$ cat src/sdm_cfg.svh
// Constants for the receive-mode select and lock-status block
`ifndef SDM_CFG_SVH
`define SDM_CFG_SVH

// Register byte offsets
`define SDM_ADDR_W 4
`define SDM_OFS_CTRL 4'h0
`define SDM_OFS_STATUS 4'h4
`define SDM_OFS_IRQ_STAT 4'h8
`define SDM_OFS_IRQ_MASK 4'hc

// Control register fields
`define SDM_CTRL_OUT_EN 0
`define SDM_CTRL_RST 1'h1

// Status register fields
`define SDM_ST_LOCKED 0
`define SDM_ST_AUTO 1
`define SDM_ST_MODE_LO 2
`define SDM_ST_MODE_HI 3
`define SDM_ST_ASI_PIN 4
`define SDM_ST_VID_PIN 5

// Interrupt status and mask fields
`define SDM_IRQ_W 3
`define SDM_IRQ_LOCK_UP 0
`define SDM_IRQ_LOCK_DOWN 1
`define SDM_IRQ_MODE_CHG 2
`define SDM_IRQ_RST 3'h0

// Bus answers
`define SDM_RESP_OKAY 2'h0
`define SDM_RESP_SLVERR 2'h2

// Datapath width and pixel clock rate
`define SDM_DATA_W 10
`define SDM_PCLK_HZ 27000000
`define SDM_SYNC_W 3

// Positions of the synchronised pins in the sync vector
`define SDM_PIN_AUTO 2
`define SDM_PIN_ASI 1
`define SDM_PIN_VID 0

`endif

$ cat src/sdm_pkg.sv
// Types for the receive-mode select and lock-status block
`default_nettype none
`include "sdm_cfg.svh"
package sdm_pkg;

  // Receive mode the block is operating in
  typedef enum logic [1:0] {
    SDM_MODE_NONE = 2'b00,
    SDM_MODE_ASI = 2'b01,
    SDM_MODE_SMPTE = 2'b10,
    SDM_MODE_THRU = 2'b11
  } sdm_mode_t;

  // Lock indications from the deserializer datapath
  typedef struct packed {
    logic smpte;
    logic asi;
    logic reclk;
  } sdm_lock_t;

  // Feature enables handed to the datapath
  typedef struct packed {
    logic asi_dec;
    logic smpte_dec;
    logic video_feat;
    logic thru;
  } sdm_feat_t;

  // Register selected by a bus address
  typedef enum logic [2:0] {
    SDM_REG_CTRL = 3'b000,
    SDM_REG_STATUS = 3'b001,
    SDM_REG_IRQ_STAT = 3'b010,
    SDM_REG_IRQ_MASK = 3'b011,
    SDM_REG_NONE = 3'b100
  } sdm_reg_t;

endpackage : sdm_pkg
`default_nettype wire

$ cat src/sdm_sync.sv
// Two-stage synchroniser for asynchronous control pins
`timescale 1ns/1ps
`default_nettype none
module sdm_sync #(
  parameter int WIDTH = 1
) (
  // Clock, enable and reset
  input wire logic aclk,
  input wire logic aresetn,
  input wire logic ce,
  // Raw and synchronised levels
  input wire logic [WIDTH-1:0] async_i,
  output logic [WIDTH-1:0] sync_o
);

  // One flop pair per bit; the first stage feeds only the second
  genvar g;
  generate
    for (g = 0; g < WIDTH; g++)
    begin : g_bit
      logic meta_q;
      logic stab_q;
      always_ff @(posedge aclk)
      begin
        if (!aresetn)
        begin
          meta_q <= 1'b0;
          stab_q <= 1'b0;
        end
        else if (ce)
        begin
          meta_q <= async_i[g];
          stab_q <= meta_q;
        end
      end
      assign sync_o[g] = stab_q;
    end
  endgenerate

endmodule : sdm_sync
`default_nettype wire

$ cat src/sdm_mode_lock.sv
// Receive-mode select, lock status and output gating with register slave
//
// Decided for this implementation: the AXI4-Lite slave port and the placing of the registers.
`timescale 1ns/1ps
`default_nettype none
`include "sdm_cfg.svh"

// Overview of operation
// - Lock is high when locked in the chosen mode, otherwise low.
// - While unlocked every digital output is held low; the code gates only dig_o, while pclk_o keeps toggling and irq_o can be high.
// - Detect-select high: automatic mode, both mode pins driven as status.
// - Automatic: ASI mode pin high only while locked to ASI.
// - Automatic: video mode pin high only while locked to SMPTE.
// - Automatic: video pin low means no video features.
// - Detect-select low: manual mode, both mode pins are inputs.
// - Manual: ASI pin high selects ASI and ignores the video pin.
// - Manual: ASI pin low means no 8b/10b decode or ASI alignment.
// - Manual: video high, ASI low selects SMPTE with video features.
// - Manual: video pin low means no SMPTE decode and no video features.
// - Manual: other data is still reclocked, data-through operation.
// - A pixel clock output is given; lock is synchronous to it.
module sdm_mode_lock (
  // Clock, enable and reset
  input wire logic aclk,
  input wire logic aresetn,
  input wire logic ce,
  // Mode pins
  input wire logic detect_select,
  input wire logic asi_mode_pin_i,
  output logic asi_mode_pin_o,
  output logic asi_mode_pin_oe,
  input wire logic video_mode_pin_i,
  output logic video_mode_pin_o,
  output logic video_mode_pin_oe,
  // Datapath side
  input wire sdm_pkg::sdm_lock_t lock_i,
  input wire logic [`SDM_DATA_W-1:0] dig_i,
  output logic [`SDM_DATA_W-1:0] dig_o,
  output sdm_pkg::sdm_feat_t feat_o,
  output logic locked_o,
  output logic pclk_o,
  output logic irq_o,
  // AXI4-Lite slave
  input wire logic awvalid,
  output logic awready,
  input wire logic [`SDM_ADDR_W-1:0] awaddr,
  input wire logic wvalid,
  output logic wready,
  input wire logic [31:0] wdata,
  input wire logic [3:0] wstrb,
  output logic bvalid,
  input wire logic bready,
  output logic [1:0] bresp,
  input wire logic arvalid,
  output logic arready,
  input wire logic [`SDM_ADDR_W-1:0] araddr,
  output logic rvalid,
  input wire logic rready,
  output logic [31:0] rdata,
  output logic [1:0] rresp
);
  import sdm_pkg::*;

  // Map a byte address to a register
  function automatic sdm_reg_t reg_sel(input logic [`SDM_ADDR_W-1:0] a);
    unique case (a)
      `SDM_OFS_CTRL: reg_sel = SDM_REG_CTRL;
      `SDM_OFS_STATUS: reg_sel = SDM_REG_STATUS;
      `SDM_OFS_IRQ_STAT: reg_sel = SDM_REG_IRQ_STAT;
      `SDM_OFS_IRQ_MASK: reg_sel = SDM_REG_IRQ_MASK;
      default: reg_sel = SDM_REG_NONE;
    endcase
  endfunction : reg_sel

  logic [`SDM_SYNC_W-1:0] raw_s;
  logic [`SDM_SYNC_W-1:0] pin_s;
  logic auto_s;
  logic asi_s;
  logic vid_s;
  sdm_mode_t mode_d;
  sdm_mode_t mode_q;
  logic locked_d;
  logic locked_q;
  logic auto_q;
  sdm_feat_t feat_d;
  logic ctrl_out_en_q;
  logic [`SDM_IRQ_W-1:0] irq_stat_q;
  logic [`SDM_IRQ_W-1:0] irq_mask_q;
  logic [`SDM_IRQ_W-1:0] irq_evt;
  logic [`SDM_IRQ_W-1:0] irq_clr;
  logic aw_held_q;
  logic w_held_q;
  logic [`SDM_ADDR_W-1:0] awaddr_q;
  logic [31:0] wdata_q;
  logic [3:0] wstrb_q;
  logic wr_go;
  sdm_reg_t wr_sel;
  logic [31:0] status_word;

  // Asynchronous control pins pass two flops
  assign raw_s = {detect_select, asi_mode_pin_i, video_mode_pin_i};
  sdm_sync #(.WIDTH(`SDM_SYNC_W)) u_sync (
    .aclk(aclk),
    .aresetn(aresetn),
    .ce(ce),
    .async_i(raw_s),
    .sync_o(pin_s)
  );
  assign auto_s = pin_s[`SDM_PIN_AUTO];
  assign asi_s = pin_s[`SDM_PIN_ASI];
  assign vid_s = pin_s[`SDM_PIN_VID];

  // Mode decision and lock source
  always_comb
  begin
    if (auto_s)
    begin
      // Automatic: detection picks the stream, ASI takes priority
      if (lock_i.asi)
        mode_d = SDM_MODE_ASI;
      else if (lock_i.smpte)
        mode_d = SDM_MODE_SMPTE;
      else
        mode_d = SDM_MODE_NONE;
    end
    else if (asi_s)
      mode_d = SDM_MODE_ASI;
    else if (vid_s)
      mode_d = SDM_MODE_SMPTE;
    else
      mode_d = SDM_MODE_THRU;
    unique case (mode_d)
      SDM_MODE_ASI: locked_d = lock_i.asi;
      SDM_MODE_SMPTE: locked_d = lock_i.smpte;
      SDM_MODE_THRU: locked_d = lock_i.reclk;
      SDM_MODE_NONE: locked_d = 1'b0;
    endcase
  end

  // Feature enables; automatic mode keeps both decoders hunting
  always_comb
  begin
    feat_d.asi_dec = auto_s || (mode_d == SDM_MODE_ASI);
    feat_d.smpte_dec = auto_s || (mode_d == SDM_MODE_SMPTE);
    feat_d.video_feat = (mode_d == SDM_MODE_SMPTE);
    feat_d.thru = (mode_d == SDM_MODE_THRU);
  end

  // Mode, lock, pin drive and gated outputs
  always_ff @(posedge aclk)
  begin
    if (!aresetn)
    begin
      mode_q <= SDM_MODE_NONE;
      locked_q <= 1'b0;
      auto_q <= 1'b0;
      feat_o <= '0;
      asi_mode_pin_o <= 1'b0;
      video_mode_pin_o <= 1'b0;
      asi_mode_pin_oe <= 1'b0;
      video_mode_pin_oe <= 1'b0;
      dig_o <= '0;
    end
    else if (ce)
    begin
      mode_q <= mode_d;
      locked_q <= locked_d;
      auto_q <= auto_s;
      feat_o <= feat_d;
      asi_mode_pin_oe <= auto_s;
      video_mode_pin_oe <= auto_s;
      asi_mode_pin_o <= auto_s && (mode_d == SDM_MODE_ASI);
      video_mode_pin_o <= auto_s && (mode_d == SDM_MODE_SMPTE);
      dig_o <= (locked_d && ctrl_out_en_q) ? dig_i : '0;
    end
  end
  assign locked_o = locked_q;

  // Pixel clock output, a toggle of the core clock
  always_ff @(posedge aclk)
  begin
    if (!aresetn)
      pclk_o <= 1'b0;
    else if (ce)
      pclk_o <= !pclk_o;
  end

  // Write channel: address and data are taken in either order
  assign awready = !aw_held_q && !bvalid;
  assign wready = !w_held_q && !bvalid;
  assign wr_go = aw_held_q && w_held_q && !bvalid;
  assign wr_sel = reg_sel(awaddr_q);
  always_ff @(posedge aclk)
  begin
    if (!aresetn)
    begin
      aw_held_q <= 1'b0;
      w_held_q <= 1'b0;
      awaddr_q <= '0;
      wdata_q <= '0;
      wstrb_q <= '0;
      bvalid <= 1'b0;
      bresp <= `SDM_RESP_OKAY;
    end
    else if (ce)
    begin
      if (awvalid && awready)
      begin
        aw_held_q <= 1'b1;
        awaddr_q <= awaddr;
      end
      if (wvalid && wready)
      begin
        w_held_q <= 1'b1;
        wdata_q <= wdata;
        wstrb_q <= wstrb;
      end
      if (wr_go)
      begin
        aw_held_q <= 1'b0;
        w_held_q <= 1'b0;
        bvalid <= 1'b1;
        bresp <= (wr_sel == SDM_REG_NONE) ? `SDM_RESP_SLVERR : `SDM_RESP_OKAY;
      end
      else if (bvalid && bready)
        bvalid <= 1'b0;
    end
  end

  // Control and mask registers, low byte lane only
  always_ff @(posedge aclk)
  begin
    if (!aresetn)
    begin
      ctrl_out_en_q <= `SDM_CTRL_RST;
      irq_mask_q <= `SDM_IRQ_RST;
    end
    else if (ce && wr_go && wstrb_q[0])
    begin
      if (wr_sel == SDM_REG_CTRL)
        ctrl_out_en_q <= wdata_q[`SDM_CTRL_OUT_EN];
      if (wr_sel == SDM_REG_IRQ_MASK)
        irq_mask_q <= wdata_q[`SDM_IRQ_W-1:0];
    end
  end

  // Sticky events, cleared by writing one; a new event wins
  assign irq_evt[`SDM_IRQ_LOCK_UP] = locked_d && !locked_q;
  assign irq_evt[`SDM_IRQ_LOCK_DOWN] = !locked_d && locked_q;
  assign irq_evt[`SDM_IRQ_MODE_CHG] = mode_d != mode_q;
  assign irq_clr = (wr_go && wstrb_q[0] && wr_sel == SDM_REG_IRQ_STAT) ?
    wdata_q[`SDM_IRQ_W-1:0] : '0;
  always_ff @(posedge aclk)
  begin
    if (!aresetn)
      irq_stat_q <= `SDM_IRQ_RST;
    else if (ce)
      irq_stat_q <= (irq_stat_q & ~irq_clr) | irq_evt;
  end
  assign irq_o = |(irq_stat_q & irq_mask_q);

  // Read channel answers one cycle after the address is taken
  always_comb
  begin
    status_word = '0;
    status_word[`SDM_ST_LOCKED] = locked_q;
    status_word[`SDM_ST_AUTO] = auto_q;
    status_word[`SDM_ST_MODE_HI:`SDM_ST_MODE_LO] = mode_q;
    status_word[`SDM_ST_ASI_PIN] = asi_s;
    status_word[`SDM_ST_VID_PIN] = vid_s;
  end
  assign arready = !rvalid;
  always_ff @(posedge aclk)
  begin
    if (!aresetn)
    begin
      rvalid <= 1'b0;
      rdata <= '0;
      rresp <= `SDM_RESP_OKAY;
    end
    else if (ce)
    begin
      if (arvalid && arready)
      begin
        rvalid <= 1'b1;
        rresp <= `SDM_RESP_OKAY;
        unique case (reg_sel(araddr))
          SDM_REG_CTRL: rdata <= {31'h0, ctrl_out_en_q};
          SDM_REG_STATUS: rdata <= status_word;
          SDM_REG_IRQ_STAT: rdata <= {29'h0, irq_stat_q};
          SDM_REG_IRQ_MASK: rdata <= {29'h0, irq_mask_q};
          SDM_REG_NONE:
          begin
            rdata <= '0;
            rresp <= `SDM_RESP_SLVERR;
          end
        endcase
      end
      else if (rvalid && rready)
        rvalid <= 1'b0;
    end
  end
endmodule : sdm_mode_lock
`default_nettype wire

$ cat config.mk
export PLATFORM = sky130hd
export DESIGN_NAME = sdm_mode_lock
export DESIGN_NICKNAME = d
export VERILOG_FILES = /design/src/sdm_pkg.sv /design/src/sdm_sync.sv /design/src/sdm_mode_lock.sv
export VERILOG_INCLUDE_DIRS = /design/src
export SDC_FILE = /design/constraint.sdc
export NUM_CORES = 1
export LEC_CHECK = 0
export ABC_AREA = 0
export BUFFER_PORTS_ARGS = -buffer_cell sky130_fd_sc_hd__buf_4
export CAP_MARGIN = 15
export CORE_MARGIN = 2
export CORE_UTILIZATION = 40
export CTS_CLUSTER_SIZE = 28
export DETAILED_ROUTE_END_ITERATION = 6
export PLACE_DENSITY = 0.76
export SYNTH_ARGS = -nofsm -noshare
export SYNTH_HDL_FRONTEND = slang
export SYNTH_SLANG_ARGS = --single-unit
$ cat constraint.sdc
create_clock -name aclk -period 1.5 [get_ports aclk]
set_input_delay 0.3 -clock aclk [delete_from_list [all_inputs] [get_ports aclk]]
set_output_delay 0.3 -clock aclk [all_outputs]
set_load 0.05 [all_outputs]
---- Word level (Yosys, flattened, before mapping) ----
Index checks and enable logic that the tools add are counted.
storage, ports and cells
  register bits ........................... 82
  bits in latches ......................... 0
  bits in writable memories ............... 0
  bits in read-only memories .............. 0
  input port bits ......................... 68
  output and inout bits ................... 62
  logic and storage cells ................. 122
  memories kept ........................... 0
operators by class
  add/subtract/negate cells ............... 0
  $mul .................................... 0
  div/mod/pow operators ................... 0
  magnitude comparators ................... 0
  equal/unequal tests ..................... 17
  shifts and indexed selects .............. 0
  multiplexer cells ....................... 24
  bitwise gates (word level) .............. 4
  reductions and logical operators ........ 47
operator list
  kind                                                 count
  case mux 32 bit (5 select lines)                     1
  case mux 3 bit (4 select lines)                      2
  AND reduction 2 bit                                  10
  logical AND 1 bit                                    18
  equality test 4 bit, second input constant           4
  equality test 3 x 2 -> 1 bit, second input constant  4
  2-to-1 mux 2 bit                                     6
  2-to-1 mux 3 bit                                     4
  2-to-1 mux 10 bit                                    1
  2-to-1 mux 1 bit                                     9
  equality test 4 x 3 -> 1 bit, second input constant  2
  zero test 4 bit                                      2
  nonzero test 2 bit                                   4
  zero test 1 bit                                      7
  bitwise AND 3 bit                                    2
  equality test 3 bit, second input constant           2
  zero test 3 bit                                      2
  equality test 2 bit, second input constant           2
  case mux 1 bit (4 select lines)                      1
  equality test 3 x 1 -> 1 bit, second input constant  1
  inverter 3 bit                                       1
  OR 3 bit                                             1
  OR reduction 3 bit                                   1
  equality test 2 x 1 -> 1 bit, second input constant  1
  3 further kinds                                      4

---- Logic depth before layout (Yosys ltp) ----
  depth after elaboration ................. 8
  depth in mapped cells ................... 6
  mapped depth without buffers ............ 4

---- Cells and area by module ----
From an unflattened synthesis, not the netlist that was laid out.
second synthesis, totals
  cells, all modules ...................... 253
  area, all modules ....................... 2570.0 um^2
modules (own cells, without submodules)
  module         times used  cells each  area an instance (um^2)  seq. area each (um^2)
  sdm_mode_lock  1           231         2318.5                   960.9
  sdm_sync       1           22          251.5                    120.1

---- Worst setup path after synthesis ----
Ideal clock, no wire load.
  kind .................................... reg-to-reg
  start ................................... reg bvalid
  end ..................................... reg irq_mask_q[2]
  setup time .............................. 0.128 ns
  data arrival time ....................... 1.539 ns
  data required time ...................... 1.372 ns
  path slack .............................. -0.166 ns
  stages on the path, launching flop included .. 6
  buffers on the path ..................... 1
  clock period less this slack ............ 1.666 ns
  cells stage by stage .................... dfxtp_1 buf_2 and4b_1 nand4_1 mux2i_1 nor2_1
between the ends
  longest elaborated chain between the ends .. 5
ends and longest elaborated chain
  element                               RTL line              source
  start, declared                       sdm_mode_lock.sv:51   output logic bvalid,
  start signal, assigned                sdm_mode_lock.sv:202  bvalid <= 1'b0;
  start signal, assigned                sdm_mode_lock.sv:222  bvalid <= 1'b1;
  start signal, assigned                sdm_mode_lock.sv:226  bvalid <= 1'b0;
  zero test 1 bit                       sdm_mode_lock.sv:191  assign wr_go = aw_held_q && w_held_q && !bvalid;
  logical AND 1 bit                     sdm_mode_lock.sv:191
  logical AND 1 bit (2 in series)       sdm_mode_lock.sv:238  else if (ce && wr_go && wstrb_q[0])
  AND reduction 2 bit (no source line)  n/a
  end signal, assigned                  sdm_mode_lock.sv:236  irq_mask_q <= `SDM_IRQ_RST;
  end signal, assigned                  sdm_mode_lock.sv:243  irq_mask_q <= wdata_q[`SDM_IRQ_W-1:0];
  end, declared                         sdm_mode_lock.sv:88   logic [`SDM_IRQ_W-1:0] irq_mask_q;
Every way passes these cells.
A chain may end at the register's enable or synchronous reset.

---- Worst setup path after layout ----
  start ................................... reg irq_stat_q[2]
  end ..................................... out irq_o
between the ends
  longest elaborated chain between the ends .. 2
ends and longest elaborated chain
  element                 RTL line              source
  start, declared         sdm_mode_lock.sv:87   logic [`SDM_IRQ_W-1:0] irq_stat_q;
  start signal, assigned  sdm_mode_lock.sv:256  irq_stat_q <= `SDM_IRQ_RST;
  start signal, assigned  sdm_mode_lock.sv:258  irq_stat_q <= (irq_stat_q & ~irq_clr) | irq_evt;
  bitwise AND 3 bit       sdm_mode_lock.sv:260  assign irq_o = |(irq_stat_q & irq_mask_q);
  OR reduction 3 bit      sdm_mode_lock.sv:260
  end, declared           sdm_mode_lock.sv:42   output logic irq_o,
Every way passes these cells.

==> flow_results.xml <==
<?xml version="1.0" encoding="UTF-8"?>
<metrics>
  <group name="layout">
    <metric name="num-nets-final" unit="">408</metric>
    <metric name="layout.area.seq" unit="µm²">1091</metric>
    <metric name="areaGrowthSynthToFinish" unit="%">31.76</metric>
    <metric name="final_area" unit="µm²">3218</metric>
    <metric name="final_core_utilization" unit="%">54.35</metric>
    <metric name="drive_gt1_share" unit="%">35.48</metric>
    <metric name="antenna_cells_inserted" unit="">0</metric>
    <metric name="multiInputGateArea" unit="µm²">1182</metric>
    <metric name="fillCellCount" unit="">538</metric>
  </group>
  <group name="logic_synthesis">
    <metric name="synth_warn" unit="">0</metric>
    <metric name="ys_seq_elements" unit="">54</metric>
    <metric name="avgSynthCellArea" unit="µm²">9.578</metric>
    <metric name="netlist_area" unit="µm²">2442</metric>
    <metric name="synth.top_cells.by_area" unit="">sky130_fd_sc_hd__dfxtp_1 44%, sky130_fd_sc_hd__buf_4 9.2%, sky130_fd_sc_hd__mux2i_1 7.8%</metric>
    <metric name="synthDominantCellAreaShare" unit="%">44.26</metric>
    <metric name="postSynthCellCount" unit="">255</metric>
    <metric name="list_of_most_frequent_post_synthesis_cells" unit="">54 x sky130_fd_sc_hd__dfxtp_1, 39 x sky130_fd_sc_hd__nor2_1, 30 x sky130_fd_sc_hd__buf_4, 19 x sky130_fd_sc_hd__mux2i_1</metric>
    <metric name="ys_seq_area_share" unit="%">44.26</metric>
    <metric name="async_reset_ff_share" unit="%">0</metric>
    <metric name="synth_enable_flop_cells" unit="">0</metric>
    <metric name="yosys.cell_count.top_type" unit="">sky130_fd_sc_hd__dfxtp_1</metric>
    <metric name="yosysTopAreaCell" unit="">sky130_fd_sc_hd__dfxtp_1</metric>
    <metric name="post_synth_num_cell_types" unit="">47</metric>
    <metric name="yosys_most_used_dff" unit="">sky130_fd_sc_hd__dfxtp_1</metric>
  </group>
  <group name="global_route">
    <metric name="wire_length_of_the_first_global_routing_pass" unit="mm">8.500</metric>
    <metric name="top_usage_layer" unit="">met2</metric>
    <metric name="antenna_found_initial" unit="">0</metric>
    <metric name="grt_max_degree" unit="">22</metric>
    <metric name="globalRoute.totalOverflow" unit="">0</metric>
    <metric name="grt.total_usage" unit="%">16.33</metric>
    <metric name="gr-usage-met2" unit="%">28.21</metric>
    <metric name="number_of_global_route_vias_before_repair" unit="">1822</metric>
    <metric name="global_routing_met3_resource_utilization" unit="%">4.891</metric>
    <metric name="grtUsageMet1" unit="%">19.91</metric>
  </group>
  <group name="power">
    <metric name="p_sw_share" unit="%">30.43</metric>
    <metric name="p_comb_share" unit="%">22.3</metric>
    <metric name="p_int" unit="mW">2.207</metric>
    <metric name="p_per_area" unit="nW/µm²">985.9</metric>
    <metric name="fin_total_pwr" unit="mW">3.173</metric>
    <metric name="pwr-share-clk" unit="%">29.2</metric>
    <metric name="ir_drop" unit="mV">0.5154</metric>
    <metric name="p_sw" unit="mW">0.9655</metric>
    <metric name="sequentialPowerShare" unit="%">48.5</metric>
    <metric name="static-leakage-power" unit="nW">1.480</metric>
  </group>
  <group name="place">
    <metric name="place_area" unit="µm²">3064</metric>
    <metric name="detailedPlacementHpwl" unit="mm">4.146</metric>
    <metric name="place_congestion" unit="">0.7910</metric>
    <metric name="numPortBuffers" unit="">69</metric>
  </group>
  <group name="timing">
    <metric name="report.final.slew_viol_count" unit="">0</metric>
    <metric name="setup_violations" unit="">1</metric>
    <metric name="timing.setup.tns" unit="ns">-0.02561</metric>
    <metric name="finClkSkew" unit="ns">0.007386</metric>
    <metric name="timing.fmax" unit="GHz">0.6555</metric>
    <metric name="post-route-period-util" unit="%">101.7</metric>
    <metric name="setup_slack" unit="ns">-0.02561</metric>
    <metric name="finalHoldViolations" unit="">0</metric>
    <metric name="period_needed" unit="ns">1.526</metric>
    <metric name="setup_repair_after_global_routing_missed_its_margin" unit="">true</metric>
  </group>
  <group name="detailed_routing">
    <metric name="detail_route.wl_per_cell" unit="µm">12.96</metric>
    <metric name="antenna_left" unit="">0</metric>
    <metric name="firstDrtPassIters" unit="">4</metric>
    <metric name="detailroute.via_count" unit="">1994</metric>
    <metric name="post-route-drc-count" unit="">0</metric>
    <metric name="detailedRoute.firstIterationViolations" unit="">99</metric>
    <metric name="routed_via_density" unit="">4.793</metric>
    <metric name="total_detailed_routing_wirelength" unit="mm">5.391</metric>
  </group>
  <group name="worst_setup_path">
    <metric name="critical_path_class" unit="">reg -&gt; out</metric>
    <metric name="critical-path-slowest-cell" unit="">sky130_fd_sc_hd__dfxtp_2</metric>
    <metric name="worst-path-max-fanout" unit="">2</metric>
    <metric name="path_cells" unit="">a222oi_1, inv_1, buf_6</metric>
    <metric name="critical-path-max-stage-delay" unit="ns">0.33</metric>
    <metric name="cp_data_arrival_time" unit="ns">1.23</metric>
    <metric name="critPathLaunchType" unit="">flop</metric>
    <metric name="crit_family" unit="">flip-flops</metric>
    <metric name="cp.required" unit="ns">1.20</metric>
    <metric name="crit_buf_inv" unit="">2</metric>
    <metric name="end_kind" unit="">primary output</metric>
  </group>
  <group name="floorplan">
    <metric name="design.portCount" unit="">130</metric>
    <metric name="rows" unit="">28</metric>
    <metric name="core_area" unit="µm²">5921</metric>
    <metric name="design.die.area" unit="µm²">6747</metric>
    <metric name="die_height" unit="µm">82.14</metric>
    <metric name="die_x" unit="µm">82.14</metric>
    <metric name="initial_utilization" unit="%">41.25</metric>
  </group>
  <group name="status">
    <metric name="failing_checks" unit="">negative setup slack</metric>
    <metric name="run_status" unit="">finished, violations left</metric>
  </group>
  <group name="clock_tree">
    <metric name="clkLatencyLatePin" unit="ns">0.31</metric>
    <metric name="maximum_number_of_buffers_from_clock_root_to_sink" unit="">2</metric>
    <metric name="tritoncts_num_sinks" unit="">54</metric>
    <metric name="clk_transition_reported_paths" unit="ns">0.09</metric>
    <metric name="cts.htree.levels" unit="">2</metric>
    <metric name="clock_tree.root_cell" unit="">sky130_fd_sc_hd__clkbuf_8</metric>
    <metric name="cts_tree" unit="">built</metric>
    <metric name="tritoncts.num_buffers" unit="">5</metric>
  </group>
  <group name="flow_run">
    <metric name="maxCapViolations" unit="">0</metric>
  </group>
  <group name="hold_path">
    <metric name="min-delay-path-class" unit="">in -&gt; reg</metric>
  </group>
</metrics>
-- power by group through the flow --
stage / Sequential, mW / Combinational [mW] / Clock [mW]
floorplan: 1.67 / 0.432 / 0
CTS: 1.54 / 0.706 / 0.951
global placement: 1.57 / 0.687 / 0
detailed placement: 1.57 / 0.695 / 0
finish: 1.54 / 0.707 / 0.926
global route: 1.55 / 0.759 / 0.998
-- worst register-to-register path, stage by stage, from the launching register on --
cell	delay, ns
sky130_fd_sc_hd__dfxtp_4	0.37
sky130_fd_sc_hd__buf_4	0.16
sky130_fd_sc_hd__and3b_1	0.20
sky130_fd_sc_hd__or3_1	0.33
sky130_fd_sc_hd__a211oi_2	0.19
sky130_fd_sc_hd__o31ai_1	0.08
-- per-layer routing --
metal | part of all wire, % | vias to the layer above
li1 | - | 1006
met4 | 0.91 | 0
met1 | 44 | 907
met3 | 8.1 | 5
met5 | 0 | -
met2 | 47 | 76
-- through the flow --
stage | std cells | setup slack [ns] | hold WS [ns]
floorplan | 282 | 0.005424 | 0.4326
global placement | 407 | -0.1229 | 0.4554
detailed placement | 407 | -0.1728 | 0.4566
CTS | 416 | -0.04493 | 0.2069
global route | 416 | -0.1302 | 0.1947
finish | 416 | -0.02561 | 0.2114
-- flip-flops by register name, indices dropped and copies added, names as in the netlist, 2 cells and up --
register             flops
u_sync.g_bit.meta_q      3
u_sync.g_bit.stab_q      3
wdata_q                  3
rdata                    6
dig_o                   10
feat_o                   4
awaddr_q                 4
mode_q                   2
irq_mask_q               3
irq_stat_q               3
-- placed cells by master (no fill, tap or decap), types with 3 or more instances in the layout --
cell type,n
sky130_fd_sc_hd__nand2_1,10
sky130_fd_sc_hd__dfxtp_1,50
sky130_fd_sc_hd__o21ai_0,4
sky130_fd_sc_hd__clkbuf_8,8
sky130_fd_sc_hd__and2_1,4
sky130_fd_sc_hd__nor3b_2,3
sky130_fd_sc_hd__buf_4,91
sky130_fd_sc_hd__mux2i_1,19
sky130_fd_sc_hd__a22o_1,10
sky130_fd_sc_hd__nor3_1,8
sky130_fd_sc_hd__inv_1,6
sky130_fd_sc_hd__nor2b_1,3
sky130_fd_sc_hd__conb_1,28
sky130_fd_sc_hd__nor2_1,39
sky130_fd_sc_hd__a22oi_1,6
sky130_fd_sc_hd__a21oi_1,9
-- area by class of cell --
type                       instances  area share [%]
tap                               75           2.916
clock buffer                       8           3.421
sequential                        54           33.90
timing repair buffer              93           22.20
inverter                           7          0.8165
multi-input combinational        179           36.74
-- path summary, 6_finish.rpt --
path	startpoint	to	slack [ns]	depth (start not counted)
worst max register to register	u_sync.g_bit[2].stab_q$_SDFFE_PN0P_	irq_stat_q[2]$_SDFFE_PN0P_	0.06	5
worst min register to register	asi_mode_pin_o$_SDFFE_PN0P_	asi_mode_pin_o$_SDFFE_PN0P_	0.47	2
worst min-delay path	dig_i[5]	dig_o[5]$_SDFFE_PN0P_	0.21	2
worst max-delay path	irq_stat_q[2]$_SDFFE_PN0P_	irq_o	-0.03	3
-- cells by family after synthesis --
logic type      count (synthesis)  synth area share [%]
xor+xnor                        1                0.3587
other cells                     1                0.1535
buf+inv                        49                 12.55
compound gates                 44                 13.88
mux                            23                 10.19
simple gates                   83                 18.60
flops                          54                 44.26
-- repair_timing --
| action | CTS | global route |
|---|---|---|
| setup endpoints to repair | 11 | 7 |
| pin swaps | 1 | 1 |
| gates resized for setup | 6 | 5 |
| hold buffers | 0 | 0 |
| buffers inserted | 1 | 0 |
Note: power is estimated with default switching activity, not from simulation.
